$ cat src/core/regmove_consts.svh
`ifndef REGMOVE_CONSTS_SVH
`define REGMOVE_CONSTS_SVH
// ==========================================================
// register map (byte addresses, aligned words)
`define ADDR_CTRL      8'h00
`define ADDR_SRC       8'h04
`define ADDR_DST_IN    8'h08
`define ADDR_ACC0_LO   8'h0c
`define ADDR_ACC0_HI   8'h10
`define ADDR_ACC1_LO   8'h14
`define ADDR_ACC1_HI   8'h18
`define ADDR_FLAGS     8'h1c
`define ADDR_RESULT    8'h20
`define ADDR_STATUS    8'h24
// ==========================================================
// control word fields
`define CTRL_OP_LSB    0
`define CTRL_OPT_LSB   4
`define CTRL_HALF_BIT  8
`define CTRL_DUAL_BIT  9
`define CTRL_PAR_BIT   10
`define CTRL_LEN32_BIT 11
`define CTRL_SAME_BIT  12
`define CTRL_ACC_BIT   13
// ==========================================================
// flag register bit positions
`define FLG_ZERO       0
`define FLG_NEG        1
`define FLG_COND       5
`define FLG_RND        8
`define FLG_CARRY      12
`define FLG_OVF        24
`define FLG_OVF_STICKY 25
`define FLAGS_RESET    32'h0000_0000
// ==========================================================
// axi responses
`define RESP_OKAY      2'h0
`define RESP_SLVERR    2'h2
`endif

$ cat src/core/regmove_pkg.sv
`default_nettype none
package regmove_pkg;
  // ==========================================================
  // operations
  typedef enum logic [3:0] {
    OP_NONE     = 4'h0,
    OP_CMOV     = 4'h1,
    OP_CMOV_NEG = 4'h2,
    OP_ZEXT_H   = 4'h3,
    OP_SEXT_H   = 4'h4,
    OP_EXT_WR   = 4'h5,
    OP_EXT_RD   = 4'h6,
    OP_ACC_LO   = 4'h7,
    OP_ACC_HI   = 4'h8,
    OP_ACC2HALF = 4'h9
  } op_t;
  // ==========================================================
  // extraction options
  typedef enum logic [2:0] {
    OPT_DEFAULT = 3'h0,
    OPT_FU      = 3'h1,
    OPT_IS      = 3'h2,
    OPT_IU      = 3'h3,
    OPT_T       = 3'h4,
    OPT_SCALED_ROUND_OPT   = 3'h5,
    OPT_SCALED_SIGNED_INT_OPT    = 3'h6,
    OPT_IH      = 3'h7
  } opt_t;
endpackage : regmove_pkg
`default_nettype wire

$ cat src/core/register_move_extend_unit.sv
// The implementer's own choices: the AXI4-Lite slave port and the address map.
`timescale 1ns/1ps
`default_nettype none
`include "regmove_consts.svh"
module register_move_extend_unit #(
  parameter int ADDR_W = 8
) (
  input  wire logic              CLK_IN,
  input  wire logic              RST_IN,
  input  wire logic [ADDR_W-1:0] S_AXI_AWADDR_IN,
  input  wire logic              S_AXI_AWVALID_IN,
  output logic                   S_AXI_AWREADY_OUT,
  input  wire logic [31:0]       S_AXI_WDATA_IN,
  input  wire logic [3:0]        S_AXI_WSTRB_IN,
  input  wire logic              S_AXI_WVALID_IN,
  output logic                   S_AXI_WREADY_OUT,
  output logic [1:0]             S_AXI_BRESP_OUT,
  output logic                   S_AXI_BVALID_OUT,
  input  wire logic              S_AXI_BREADY_IN,
  input  wire logic [ADDR_W-1:0] S_AXI_ARADDR_IN,
  input  wire logic              S_AXI_ARVALID_IN,
  output logic                   S_AXI_ARREADY_OUT,
  output logic [31:0]            S_AXI_RDATA_OUT,
  output logic [1:0]             S_AXI_RRESP_OUT,
  output logic                   S_AXI_RVALID_OUT,
  input  wire logic              S_AXI_RREADY_IN
);
  // below 6 bits the status word is out of reach
  if (ADDR_W < 6 || ADDR_W > 32) begin : g_addr_w_check
    $error("ADDR_W out of range");
  end

  // ==========================================================
  // bus registers
  logic [31:0] ctrl_ff, src_ff, dst_ff, a0l_ff, a0h_ff, a1l_ff, a1h_ff;
  logic [7:0]  a0x_ff, a1x_ff;
  logic [31:0] flags_ff, result_ff;
  logic        done_ff, wb_ff, rej_ff;
  logic        aw_got_ff, w_got_ff, bvalid_ff, rvalid_ff;
  logic [ADDR_W-1:0] awaddr_ff;
  logic [31:0] wdata_ff, rdata_ff;
  logic [3:0]  wstrb_ff;
  logic [1:0]  bresp_ff, rresp_ff;

  // ==========================================================
  // write channel: address and data taken in either order
  wire aw_take  = S_AXI_AWVALID_IN && !aw_got_ff && !bvalid_ff;
  wire w_take   = S_AXI_WVALID_IN && !w_got_ff && !bvalid_ff;
  wire aw_have  = aw_got_ff || aw_take;
  wire w_have   = w_got_ff || w_take;
  wire do_write = aw_have && w_have && !bvalid_ff;
  wire [ADDR_W-1:0] wr_addr = aw_got_ff ? awaddr_ff : S_AXI_AWADDR_IN;
  wire [31:0]       wr_data = w_got_ff ? wdata_ff : S_AXI_WDATA_IN;
  wire [3:0]        wr_strb = w_got_ff ? wstrb_ff : S_AXI_WSTRB_IN;
  wire [7:0]        wa8     = 8'(wr_addr);
  wire [31:0] wmask = {{8{wr_strb[3]}}, {8{wr_strb[2]}}, {8{wr_strb[1]}}, {8{wr_strb[0]}}};
  wire wr_ok = (wa8 <= `ADDR_FLAGS) && (wa8[1:0] == 2'h0);
  // writing the control word launches the operation
  wire launch = do_write && (wa8 == `ADDR_CTRL);

  assign S_AXI_AWREADY_OUT = !aw_got_ff && !bvalid_ff;
  assign S_AXI_WREADY_OUT  = !w_got_ff && !bvalid_ff;
  assign S_AXI_BVALID_OUT  = bvalid_ff;
  assign S_AXI_BRESP_OUT   = bresp_ff;

  // ==========================================================
  // operation decode from the new control word
  wire [31:0] nctl = (ctrl_ff & ~wmask) | (wr_data & wmask);
  wire [3:0]  op_raw = nctl[`CTRL_OP_LSB +: 4];
  wire [2:0]  opt    = nctl[`CTRL_OPT_LSB +: 3];
  wire        hi_sel = nctl[`CTRL_HALF_BIT];
  wire        dual   = nctl[`CTRL_DUAL_BIT];
  wire        par    = nctl[`CTRL_PAR_BIT];
  wire        len32  = nctl[`CTRL_LEN32_BIT];
  wire        same   = nctl[`CTRL_SAME_BIT];
  wire        acc1   = nctl[`CTRL_ACC_BIT];
  wire        cond   = flags_ff[`FLG_COND];
  wire        rnd_unb = flags_ff[`FLG_RND];

  wire is_cmov = (op_raw == 4'(regmove_pkg::OP_CMOV)) ||
                 (op_raw == 4'(regmove_pkg::OP_CMOV_NEG));
  wire is_hext = (op_raw == 4'(regmove_pkg::OP_ZEXT_H)) ||
                 (op_raw == 4'(regmove_pkg::OP_SEXT_H));
  wire is_accm = (op_raw >= 4'(regmove_pkg::OP_EXT_WR)) &&
                 (op_raw <= 4'(regmove_pkg::OP_ACC2HALF));
  wire bad_op  = (op_raw == 4'(regmove_pkg::OP_NONE)) ||
                 (op_raw > 4'(regmove_pkg::OP_ACC2HALF));
  wire reject  = bad_op ||
                 ((is_cmov || is_hext) && (par || len32)) ||
                 (is_accm && !len32) ||
                 (op_raw == 4'(regmove_pkg::OP_ACC2HALF) && dual && !same);

  // condition test; the negated form moves on a clear flag
  wire cond_ok = (op_raw == 4'(regmove_pkg::OP_CMOV)) ? cond
                                                      : !cond;

  // ==========================================================
  // accumulator extraction to one 16-bit half
  // acc value: 8-bit extension byte over the 32-bit word
  function automatic logic [16:0] extract(input logic [39:0] acc, input logic [2:0] o,
                                          input logic unb);
    logic signed [41:0] v;
    logic signed [41:0] r;
    logic [15:0] res;
    logic        sat;
    logic        rnd_on;
    logic [15:0] frac;
    v = 42'(signed'(acc));
    r = v;
    res = 16'h0000;
    sat = 1'b0;
    // round_select only matters for rounding options
    rnd_on = (o == 3'(regmove_pkg::OPT_DEFAULT)) || (o == 3'(regmove_pkg::OPT_FU)) ||
             (o == 3'(regmove_pkg::OPT_SCALED_ROUND_OPT)) || (o == 3'(regmove_pkg::OPT_IH));
    if (o == 3'(regmove_pkg::OPT_SCALED_ROUND_OPT) || o == 3'(regmove_pkg::OPT_SCALED_SIGNED_INT_OPT)) begin
      r = v <<< 1;
    end
    if (o == 3'(regmove_pkg::OPT_FU) || o == 3'(regmove_pkg::OPT_IU)) begin
      r = $signed({2'h0, acc});
    end
    if (rnd_on) begin
      frac = r[15:0];
      // unbiased: a tie rounds to even instead of up
      if (unb && frac == 16'h8000) begin
        r = r + (r[16] ? 42'sh8000 : 42'sh0);
      end else begin
        r = r + 42'sh8000;
      end
    end
    // saturate the already rounded value
    unique case (o)
      3'(regmove_pkg::OPT_IS), 3'(regmove_pkg::OPT_SCALED_SIGNED_INT_OPT): begin
        sat = (r > 42'sh7fff) || (r < -42'sh8000);
        res = (r > 42'sh7fff) ? 16'h7fff : (r < -42'sh8000) ? 16'h8000 : r[15:0];
      end
      3'(regmove_pkg::OPT_IU): begin
        sat = (r > 42'shffff);
        res = sat ? 16'hffff : r[15:0];
      end
      3'(regmove_pkg::OPT_T): begin
        res = r[31:16];
      end
      3'(regmove_pkg::OPT_FU): begin
        sat = (r > 42'sh0_ffff_ffff);
        res = sat ? 16'hffff : r[31:16];
      end
      default: begin
        sat = (r > 42'sh7fff_ffff) || (r < -42'sh8000_0000);
        res = (r > 42'sh7fff_ffff) ? 16'h7fff : (r < -42'sh8000_0000) ? 16'h8000 : r[31:16];
      end
    endcase
    return {sat, res};
  endfunction

  wire [39:0] acc0 = {a0x_ff, a0h_ff[15:0], a0l_ff[15:0]};
  wire [39:0] acc1v = {a1x_ff, a1h_ff[15:0], a1l_ff[15:0]};
  // the half bit picks high or low half; acc_zero feeds low, acc_one upper
  wire [16:0] ex0 = extract(acc0, opt, rnd_unb);
  wire [16:0] ex1 = extract(acc1v, opt, rnd_unb);

  // ==========================================================
  // result and flag computation
  logic [31:0] nxt_res;
  logic [31:0] nxt_flags;
  logic        nxt_wb;
  logic [7:0]  nxt_a0x, nxt_a1x;
  logic [15:0] nxt_a0l, nxt_a0h, nxt_a1l, nxt_a1h;
  logic        ovf;
  logic [15:0] wlo, whi;
  always_comb begin
    nxt_res   = dst_ff;
    nxt_flags = flags_ff;
    nxt_wb    = 1'b0;
    nxt_a0x = a0x_ff; nxt_a1x = a1x_ff;
    nxt_a0l = a0l_ff[15:0]; nxt_a0h = a0h_ff[15:0];
    nxt_a1l = a1l_ff[15:0]; nxt_a1h = a1h_ff[15:0];
    ovf = 1'b0;
    wlo = 16'h0000;
    whi = 16'h0000;
    unique case (op_raw)
      4'(regmove_pkg::OP_CMOV), 4'(regmove_pkg::OP_CMOV_NEG): begin
        // flags untouched; a failed condition keeps the old value
        nxt_res = cond_ok ? src_ff : dst_ff;
        nxt_wb  = cond_ok;
      end
      4'(regmove_pkg::OP_ZEXT_H): begin
        nxt_res = {16'h0000, src_ff[15:0]};
        nxt_wb  = 1'b1;
        nxt_flags[`FLG_ZERO]  = (src_ff[15:0] == 16'h0000);
        nxt_flags[`FLG_NEG]   = 1'b0;
        nxt_flags[`FLG_CARRY] = 1'b0;
        nxt_flags[`FLG_OVF]   = 1'b0;
      end
      4'(regmove_pkg::OP_SEXT_H): begin
        nxt_res = {{16{src_ff[15]}}, src_ff[15:0]};
        nxt_wb  = 1'b1;
        nxt_flags[`FLG_ZERO]  = (src_ff[15:0] == 16'h0000);
        nxt_flags[`FLG_NEG]   = src_ff[15];
        nxt_flags[`FLG_CARRY] = 1'b0;
        nxt_flags[`FLG_OVF]   = 1'b0;
      end
      4'(regmove_pkg::OP_EXT_WR): begin
        if (acc1) nxt_a1x = src_ff[7:0];
        else      nxt_a0x = src_ff[7:0];
      end
      4'(regmove_pkg::OP_EXT_RD): begin
        wlo = acc1 ? {{8{a1x_ff[7]}}, a1x_ff} : {{8{a0x_ff[7]}}, a0x_ff};
        nxt_res = {dst_ff[31:16], wlo};
        nxt_wb  = 1'b1;
      end
      4'(regmove_pkg::OP_ACC_LO): begin
        if (acc1) nxt_a1l = src_ff[15:0];
        else      nxt_a0l = src_ff[15:0];
      end
      4'(regmove_pkg::OP_ACC_HI): begin
        if (acc1) nxt_a1h = src_ff[31:16];
        else      nxt_a0h = src_ff[31:16];
      end
      4'(regmove_pkg::OP_ACC2HALF): begin
        // all eight 3-bit codes are default or one of seven modifiers
        wlo = ex0[15:0];
        whi = ex1[15:0];
        nxt_wb = 1'b1;
        if (dual) begin
          nxt_res = {whi, wlo};
          ovf = ex0[16] | ex1[16];
          nxt_flags[`FLG_ZERO] = (wlo == 16'h0000) | (whi == 16'h0000);
          nxt_flags[`FLG_NEG]  = wlo[15] | whi[15];
        end else if (hi_sel) begin
          nxt_res = {whi, dst_ff[15:0]};
          ovf = ex1[16];
          nxt_flags[`FLG_ZERO] = (whi == 16'h0000);
          nxt_flags[`FLG_NEG]  = whi[15];
        end else begin
          nxt_res = {dst_ff[31:16], wlo};
          ovf = ex0[16];
          nxt_flags[`FLG_ZERO] = (wlo == 16'h0000);
          nxt_flags[`FLG_NEG]  = wlo[15];
        end
        nxt_flags[`FLG_OVF] = ovf;
        if (ovf) nxt_flags[`FLG_OVF_STICKY] = 1'b1;
      end
      default: begin
        nxt_wb = 1'b0;
      end
    endcase
  end

  // ==========================================================
  // register write and execute
  wire wsel_src  = do_write && wr_ok && (wa8 == `ADDR_SRC);
  wire wsel_dst  = do_write && wr_ok && (wa8 == `ADDR_DST_IN);
  wire wsel_a0l  = do_write && wr_ok && (wa8 == `ADDR_ACC0_LO);
  wire wsel_a0h  = do_write && wr_ok && (wa8 == `ADDR_ACC0_HI);
  wire wsel_a1l  = do_write && wr_ok && (wa8 == `ADDR_ACC1_LO);
  wire wsel_a1h  = do_write && wr_ok && (wa8 == `ADDR_ACC1_HI);
  wire wsel_flg  = do_write && wr_ok && (wa8 == `ADDR_FLAGS);
  wire exec      = launch && !reject;
  wire [31:0] wmerge_src = (src_ff & ~wmask) | (wr_data & wmask);

  always_ff @(posedge CLK_IN) begin
    if (RST_IN) begin
      ctrl_ff <= 32'h0; src_ff <= 32'h0; dst_ff <= 32'h0;
      a0l_ff <= 32'h0; a0h_ff <= 32'h0; a1l_ff <= 32'h0; a1h_ff <= 32'h0;
      a0x_ff <= 8'h0; a1x_ff <= 8'h0;
      flags_ff <= `FLAGS_RESET; result_ff <= 32'h0;
      done_ff <= 1'b0; wb_ff <= 1'b0; rej_ff <= 1'b0;
    end else begin
      if (launch) ctrl_ff <= nctl;
      if (wsel_src) src_ff <= wmerge_src;
      if (wsel_dst) dst_ff <= (dst_ff & ~wmask) | (wr_data & wmask);
      if (wsel_flg) flags_ff <= (flags_ff & ~wmask) | (wr_data & wmask);
      if (wsel_a0l) a0l_ff <= (a0l_ff & ~wmask) | (wr_data & wmask);
      if (wsel_a0h) a0h_ff <= (a0h_ff & ~wmask) | (wr_data & wmask);
      if (wsel_a1l) a1l_ff <= (a1l_ff & ~wmask) | (wr_data & wmask);
      if (wsel_a1h) a1h_ff <= (a1h_ff & ~wmask) | (wr_data & wmask);
      if (launch) begin
        done_ff <= 1'b1;
        rej_ff  <= reject;
        wb_ff   <= exec && nxt_wb;
      end
      if (exec) begin
        flags_ff <= nxt_flags;
        a0x_ff <= nxt_a0x; a1x_ff <= nxt_a1x;
        a0l_ff <= {16'h0, nxt_a0l}; a0h_ff <= {16'h0, nxt_a0h};
        a1l_ff <= {16'h0, nxt_a1l}; a1h_ff <= {16'h0, nxt_a1h};
        if (nxt_wb) begin
          result_ff <= nxt_res;
          dst_ff    <= nxt_res;
        end
      end
    end
  end

  // ==========================================================
  // axi handshake state
  always_ff @(posedge CLK_IN) begin
    if (RST_IN) begin
      aw_got_ff <= 1'b0; w_got_ff <= 1'b0; bvalid_ff <= 1'b0;
      awaddr_ff <= '0; wdata_ff <= 32'h0; wstrb_ff <= 4'h0; bresp_ff <= 2'h0;
    end else begin
      if (aw_take) awaddr_ff <= S_AXI_AWADDR_IN;
      if (w_take) begin
        wdata_ff <= S_AXI_WDATA_IN;
        wstrb_ff <= S_AXI_WSTRB_IN;
      end
      if (do_write) begin
        aw_got_ff <= 1'b0;
        w_got_ff  <= 1'b0;
        bvalid_ff <= 1'b1;
        bresp_ff  <= wr_ok ? `RESP_OKAY : `RESP_SLVERR;
      end else begin
        if (aw_take) aw_got_ff <= 1'b1;
        if (w_take)  w_got_ff  <= 1'b1;
        if (bvalid_ff && S_AXI_BREADY_IN) bvalid_ff <= 1'b0;
      end
    end
  end

  // ==========================================================
  // read channel
  wire [7:0] ra8 = 8'(S_AXI_ARADDR_IN);
  wire [31:0] status_w = {29'h0, rej_ff, wb_ff, done_ff};
  wire rd_ok = (ra8 <= `ADDR_STATUS) && (ra8[1:0] == 2'h0);
  wire [31:0] rd_mux =
    (ra8 == `ADDR_CTRL)    ? ctrl_ff :
    (ra8 == `ADDR_SRC)     ? src_ff :
    (ra8 == `ADDR_DST_IN)  ? dst_ff :
    (ra8 == `ADDR_ACC0_LO) ? a0l_ff :
    (ra8 == `ADDR_ACC0_HI) ? {24'h0, a0x_ff} | {a0h_ff[15:0], 16'h0} :
    (ra8 == `ADDR_ACC1_LO) ? a1l_ff :
    (ra8 == `ADDR_ACC1_HI) ? {24'h0, a1x_ff} | {a1h_ff[15:0], 16'h0} :
    (ra8 == `ADDR_FLAGS)   ? flags_ff :
    (ra8 == `ADDR_RESULT)  ? result_ff :
    (ra8 == `ADDR_STATUS)  ? status_w : 32'h0;
  wire ar_take = S_AXI_ARVALID_IN && !rvalid_ff;
  assign S_AXI_ARREADY_OUT = !rvalid_ff;
  assign S_AXI_RVALID_OUT  = rvalid_ff;
  assign S_AXI_RDATA_OUT   = rdata_ff;
  assign S_AXI_RRESP_OUT   = rresp_ff;

  always_ff @(posedge CLK_IN) begin
    if (RST_IN) begin
      rvalid_ff <= 1'b0; rdata_ff <= 32'h0; rresp_ff <= 2'h0;
    end else if (ar_take) begin
      rvalid_ff <= 1'b1;
      rdata_ff  <= rd_ok ? rd_mux : 32'h0;
      rresp_ff  <= rd_ok ? `RESP_OKAY : `RESP_SLVERR;
    end else if (rvalid_ff && S_AXI_RREADY_IN) begin
      rvalid_ff <= 1'b0;
    end
  end
endmodule : register_move_extend_unit
`default_nettype wire

$ cat config.mk
export PLATFORM = sky130hd
export DESIGN_NAME = register_move_extend_unit
export DESIGN_NICKNAME = d
export VERILOG_FILES = /design/src/core/regmove_pkg.sv /design/src/core/register_move_extend_unit.sv
export VERILOG_INCLUDE_DIRS = /design/src /design/src/core
export SDC_FILE = /design/constraint.sdc
export NUM_CORES = 1
export LEC_CHECK = 0
export BUFFER_PORTS_ARGS = -buffer_cell sky130_fd_sc_hd__clkbuf_2
export CORE_UTILIZATION = 45
export CTS_CLUSTER_SIZE = 24
export DETAILED_ROUTE_END_ITERATION = 16
export SLEW_MARGIN = 20
export SYNTH_ARGS = -nofsm -noshare
export SYNTH_HDL_FRONTEND = slang
export SYNTH_SLANG_ARGS = --single-unit
export TNS_END_PERCENT = 50
$ cat constraint.sdc
create_clock -name CLK_IN -period 24.5 [get_ports CLK_IN]
set_clock_uncertainty 0.1 [all_clocks]
set_input_delay 7.35 -clock CLK_IN [delete_from_list [all_inputs] [get_ports CLK_IN]]
set_output_delay 7.35 -clock CLK_IN [all_outputs]
set_load 0.05 [all_outputs]
==> results of run 1 <==
-- power groups by stage --
stage	clock, mW	sequential [mW]	combinational [mW]
2_1_floorplan	0	0.606	0.153
3_3_place_gp	0	0.605	0.235
3_5_place_dp	0	0.606	0.235
4_1_cts	0.645	0.593	0.236
5_1_grt	0.669	0.594	0.256
6_report	0.643	0.593	0.243
-- layout by cell type, fill, tap and decap left out, types with 44 or more instances in the layout --
master,n
a211oi_1,172
a21o_1,44
a21oi_1,309
a222oi_1,54
a31oi_1,59
buf_4,72
clkbuf_2,96
dfxtp_1,356
mux2i_1,120
nand2_1,414
nand3_1,69
nor2_1,402
nor3_1,48
o21ai_0,104
-- through the flow --
step / cell area, sq um / setup WS, ps
4_1_cts: 24920 / 10190
5_1_grt: 24920 / 9524
3_3_place_gp: 23510 / 9759
2_1_floorplan: 22630 / 11000
3_5_place_dp: 23520 / 9683
6_report: 24920 / 10030
-- kinds of logic after synthesis --
logic type	count (synthesis)	share of synthesized area, %
AO/OA/AOI/OAI	1087	33.22
XOR/XNOR	28	1.117
adder cells (fa/ha/maj)	2	0.1106
buffers and inverters	295	5.508
flip-flops	357	31.59
multiplexers	131	5.955
other	1	0.01657
AND/OR/NAND/NOR	1142	22.48
-- worst max-delay path: stages --
cell and delay, ps:
clkbuf_2 220, mux2i_1 420, mux2_4 220, buf_4 540
xnor2_4 130, buf_4 310, nand2_2 480, buf_4 740
nand2_1 100, o21ai_0 120, ha_1 360, nand2_1 140
nor4_1 380, nand3_1 120, a21oi_1 330, nand3_1 120
a221oi_1 440, nand4_1 150, or4_4 570, nand2_1 430
a211oi_1 170, a31oi_1 410, a211o_1 190, nand2_1 70
a221oi_2 230
-- routing by layer --
metal  global-route usage, %  part of all wire [%]  up-vias
met4                   19.94                   5.3        2
met2                   58.37                    42     1562
li1                        -                     -    11230
met5                       0                0.0087        -
met3                   8.197                    11      265
met1                   54.55                    42    11950
-- cell type report --
type                            count  area [sq um]
Multi-Input combinational cell   2392         14370
Antenna cell                        1         2.502
Inverter                           36         135.1
Sequential cell                   357          7148
Fill cell                        5002         24330
Clock buffer                       57          1145
Timing Repair Buffer              169          1036
Clock inverter                     17         256.5
Tap cell                          664         830.8
-- worst paths after layout --
kind / startpoint / endpoint / slack, ps / cells after the start
worst max-delay path: S_AXI_WSTRB_IN[0] / dst_ff[30]$_SDFF_PP0_ / 10030 / 25
worst min-delay path: wdata_ff[28]$_SDFFE_PP0P_ / wdata_ff[28]$_SDFFE_PP0P_ / 350 / 2
worst max register to register: wstrb_ff[0]$_SDFFE_PP0P_ / dst_ff[30]$_SDFF_PP0_ / 16530 / 24
worst min register to register: wdata_ff[28]$_SDFFE_PP0P_ / wdata_ff[28]$_SDFFE_PP0P_ / 350 / 2
==> run metrics, run 1 <==
status complete, no violations; Worst slew margin 17.50%; Worst-path clk slew 60 ps; Leakage Power 8.265 nW; row count 81; type of origin of the critical path primary input; dpl cells 3618; RSZ-0062 raised after global routing no; worst skew pair latency 600 ps; Max VDD drop 0.05806 mV; gr usage total 39.68%; Hold/Removal Path Class reg2reg; crit-path max FO 60; TritonCTS Buffers 40; PortBufs 97; maxcap violations 0; Initial DRC Count 3713; I/O pin count 100; Synth Area per Inst 7.436 sq um; first-pass GRT wire length 152100 microns; Synth Instances 3043; gr ovfl total 0; Setup TNS 0 ps; Clock Path Buffers 3; clock power share 43.5%; H-tree level count 2; dominant synthesized flop cell dfxtp_1; via count of the first global-routing pass 23.13k; starting density of the core 45.94%; Post-synth EDFFs 0; Syn-to-layout area delta 10.15%; hold_ws 352.3 ps; Clock Root Buffer clkbuf_16; Tot Pwr 1.480 mW; Crit Path Class in2reg; CTS tree built; die width 226.2 microns; top-area cell type share of the netlist area 31.59%; power density over the cells 59.38 nW/um^2; Die Area 51180 sq um; flops & latches, synth 357; logic gate share of total power 16.5%; Sw Pwr 0.4535 mW; leading area contributor after synthesis dfxtp_1; Power Internal 1.026 mW; Critical Path End Type flip-flop; Routed Antenna Nets 0; Slew Limit Fails 0; Nets 3057; final setup fails 0; antenna violations before repair 1; router iterations before antenna repair 9; ys async rst share 0%; FMAX 0.06910 GHz; top cells by instance count after synthesis 415 x nand2_1, 414 x nor2_1, 357 x dfxtp_1, 311 x a21oi_1, 192 x clkbuf_1; postcts setup bufs 0; die height 226.2 microns; vias per inst 6.770; CORE AREA 49250 sq um; sequential share of power 40.1%; WL/cell 27.90 microns; synth top area cells dfxtp_1 32%, nand2_1 6.9%, a21oi_1 6.9%; cell area after synthesis 22630 sq um; drt drc 0; Final Non-Filler Cells 3693; Post-Route WL 103000 microns; Ys Warns 0; Hold Fails Final Rpt 0; Seq/Total Area, Yosys 31.59%; Final Util 50.60%; CP required 24860 ps; cts repair resizes 0; Worst EP arrival 14830 ps; placed wire-length estimate 74850 microns; CTS hold repair buffers 0; synth unique cells 109; top-count cell post-synth nand2_1; Vias 25.00k; layout cell share with drive strength beyond 1 10.73%; Slew @ Worst Pin 1236 ps; crit path time final 14470 ps; Sink Count 357; Sw Ratio 30.65%; largest net degree at the start of global routing 132; Tcrit/Tclk final 59.07%; Placer Congestion 0.9529
No activity file was read; power rests on OpenSTA's default activity.
==> run 2, diff against run 1 <==
clock period = 12.9 ns   (was 24.5 ns; I/O delays follow)
==> run 2 against run 1 <==
Net effect: via count up 0.29%; combinational power up 89%; critical path depth down 3; die area unchanged; flip-flop and latch count unchanged; first-iteration DRC count down 3.7%; sequential power up 91%; critical endpoint is now flags_ff[0]$_SDFFE_PP0P_; largest cell class unchanged.
==> run metrics, run 2 (synthesis gave the netlist of run 1 again) <==
type of origin of the critical path primary input; first-pass GRT wire length 152100 microns (about the same); PortBufs 97 (unchanged); Worst-path clk slew 60 ps (about the same); Leakage Power 8.207 nW (-0.70%); hold_ws 351.5 ps (-0.8010 ps); Slew Limit Fails 0 (unchanged); die width 226.2 microns (unchanged); R2R depth 21 (-13%); router iterations before antenna repair 9 (unchanged); final antenna diode count 0 (-1); final instance area 24810 sq um (-0.45%); Post-Route WL 103500 microns (+0.47%); Clock Root Buffer clkbuf_16; largest net degree at the start of global routing 126 (-4.5%); drt drc 0 (unchanged); worst skew pair latency 590 ps (about the same); Die Area 51180 sq um (unchanged); Placer Congestion 0.9746 (+2.3%); power density over the cells 111.2 nW/um^2 (+87%); Setup TNS 0 ps (unchanged); row count 81 (unchanged); gr usage total 39.67% (about the same); Tcrit/Tclk final 80.86%; postcts setup bufs 0 (unchanged); post-route setup slack 2470 ps (-7558 ps); Hold/Removal Path Class reg2reg; hold path startpoint wdata_ff[23]$_SDFFE_PP0P_; Vias 25.08k (+0.29%); Initial DRC Count 3575 (-3.7%); r2r endpoint flags_ff[0]$_SDFFE_PP0P_; flop-to-flop setup slack 5390 ps (-11140 ps); WL/cell 28.09 microns (+0.68%); Clock Path Buffers 3 (unchanged); Slew @ Worst Pin 1228 ps (-8.034 ps); Routed Antenna Nets 0 (unchanged); FMAX 0.09587 GHz; CTS tree built; WHS Path Cells 2 (unchanged); Tot Pwr 2.759 mW (+86%); Worst EP arrival 10840 ps (-3990 ps); Nets 3053 (-0.13%); cts repair resizes 0 (unchanged); commonest non-fill, non-tap cells in the layout 414 x nand2_1, 403 x nor2_1, 356 x dfxtp_1; layout cell share with drive strength beyond 1 10.56% (-0.17 points); placed wire-length estimate 74190 microns (-0.88%); I/O pin count 100 (unchanged); Final Non-Filler Cells 3685 (-0.22%); worst reg2reg startpoint wstrb_ff[0]$_SDFFE_PP0P_; via count of the first global-routing pass 23.36k (+0.98%); crit-path max FO 47 (-22%); CP required 13310 ps (-11550 ps); DP Worst Slack 2093 ps (-7590 ps); final setup fails 0 (unchanged); CTS hold repair buffers 0 (unchanged); status complete, no violations; Sink Count 357 (unchanged); die height 226.2 microns (unchanged); antenna violations before repair 0 (-1); Syn-to-layout area delta 9.655%; vias per inst 6.805 (+0.51%); starting density of the core 45.94% (unchanged); gr ovfl total 0 (unchanged); CORE AREA 49250 sq um (unchanged); dpl cells 3613 (-0.14%); TritonCTS Buffers 41 (+2.5%); H-tree level count 2 (unchanged); Hold Fails Final Rpt 0 (unchanged); crit path time final 10430 ps; RSZ-0062 raised after global routing no; Final Util 50.37% (-0.23 points); Cell Area, Placed 23490 sq um (-0.13%); Max VDD drop 0.1154 mV (+99%); Critical Path End Type flip-flop; maxcap violations 0 (unchanged); most common cell after layout, fill and taps aside nand2_1; Worst slew margin 17.50% (about the same); WHS Endpoint wdata_ff[23]$_SDFFE_PP0P_; Crit Path Class in2reg
[run 2: metal layers]
layer,global-route usage [%],vias up,part of all wire (%)
met5,0,-,0
met2,58.66,1538,42
met4,20.40,0,5.3
met1,54.17,12020,42
met3,8.158,272,11
li1,-,11250,-
[run 2: how the worst max path moves through the flow]
| stage | start | endpoint | slack, ps | depth (start not counted) |
|---|---|---|---|---|
| after floorplan | S_AXI_WSTRB_IN[0] | flags_ff[0]$_SDFFE_PP0P_ | 2880 | 32 |
| after global placement | S_AXI_WSTRB_IN[0] | flags_ff[0]$_SDFFE_PP0P_ | 2260 | 22 |
| after detailed placement | S_AXI_WSTRB_IN[0] | flags_ff[0]$_SDFFE_PP0P_ | 2090 | 22 |
| after CTS | S_AXI_WSTRB_IN[0] | flags_ff[0]$_SDFFE_PP0P_ | 2640 | 22 |
| after global routing | S_AXI_WSTRB_IN[0] | flags_ff[0]$_SDFFE_PP0P_ | 2060 | 24 |
| final | S_AXI_WSTRB_IN[0] | flags_ff[0]$_SDFFE_PP0P_ | 2470 | 22 |
[run 2: worst max-delay path: stages]
cell and delay (ps):
clkbuf_2 220, mux2i_1 430, mux2_4 680, xnor2_4 190, nand2_2 370, nand2_1 240, o32ai_1 110, nand4_1 130
ha_1 330, nand4_1 220, or4_4 520, a21boi_4 210, a221oi_1 230, or2_1 310, or3_1 390, nor4_4 310
o221ai_2 320, nor2_1 630, a21oi_1 150, a2111oi_0 490, a31oi_1 260, o21ai_1 140
[run 2: final cells by class]
type	count	area [sq um]
well taps	664	830.8
fillers	4957	24440
clock inverters	11	91.34
multi-input cells	2392	14380
clock buffers	61	1224
inverters	36	135.1
repair buffers	164	998.5
flip-flops and latches	357	7148
[run 2: power by group]
group / switching (mW) / total [mW] / leakage (nW) / internal (mW)
registers: 0.0129 / 1.13 / 2.88 / 1.12
clock network: 0.494 / 1.17 / 0.654 / 0.676
logic: 0.336 / 0.460 / 4.67 / 0.124
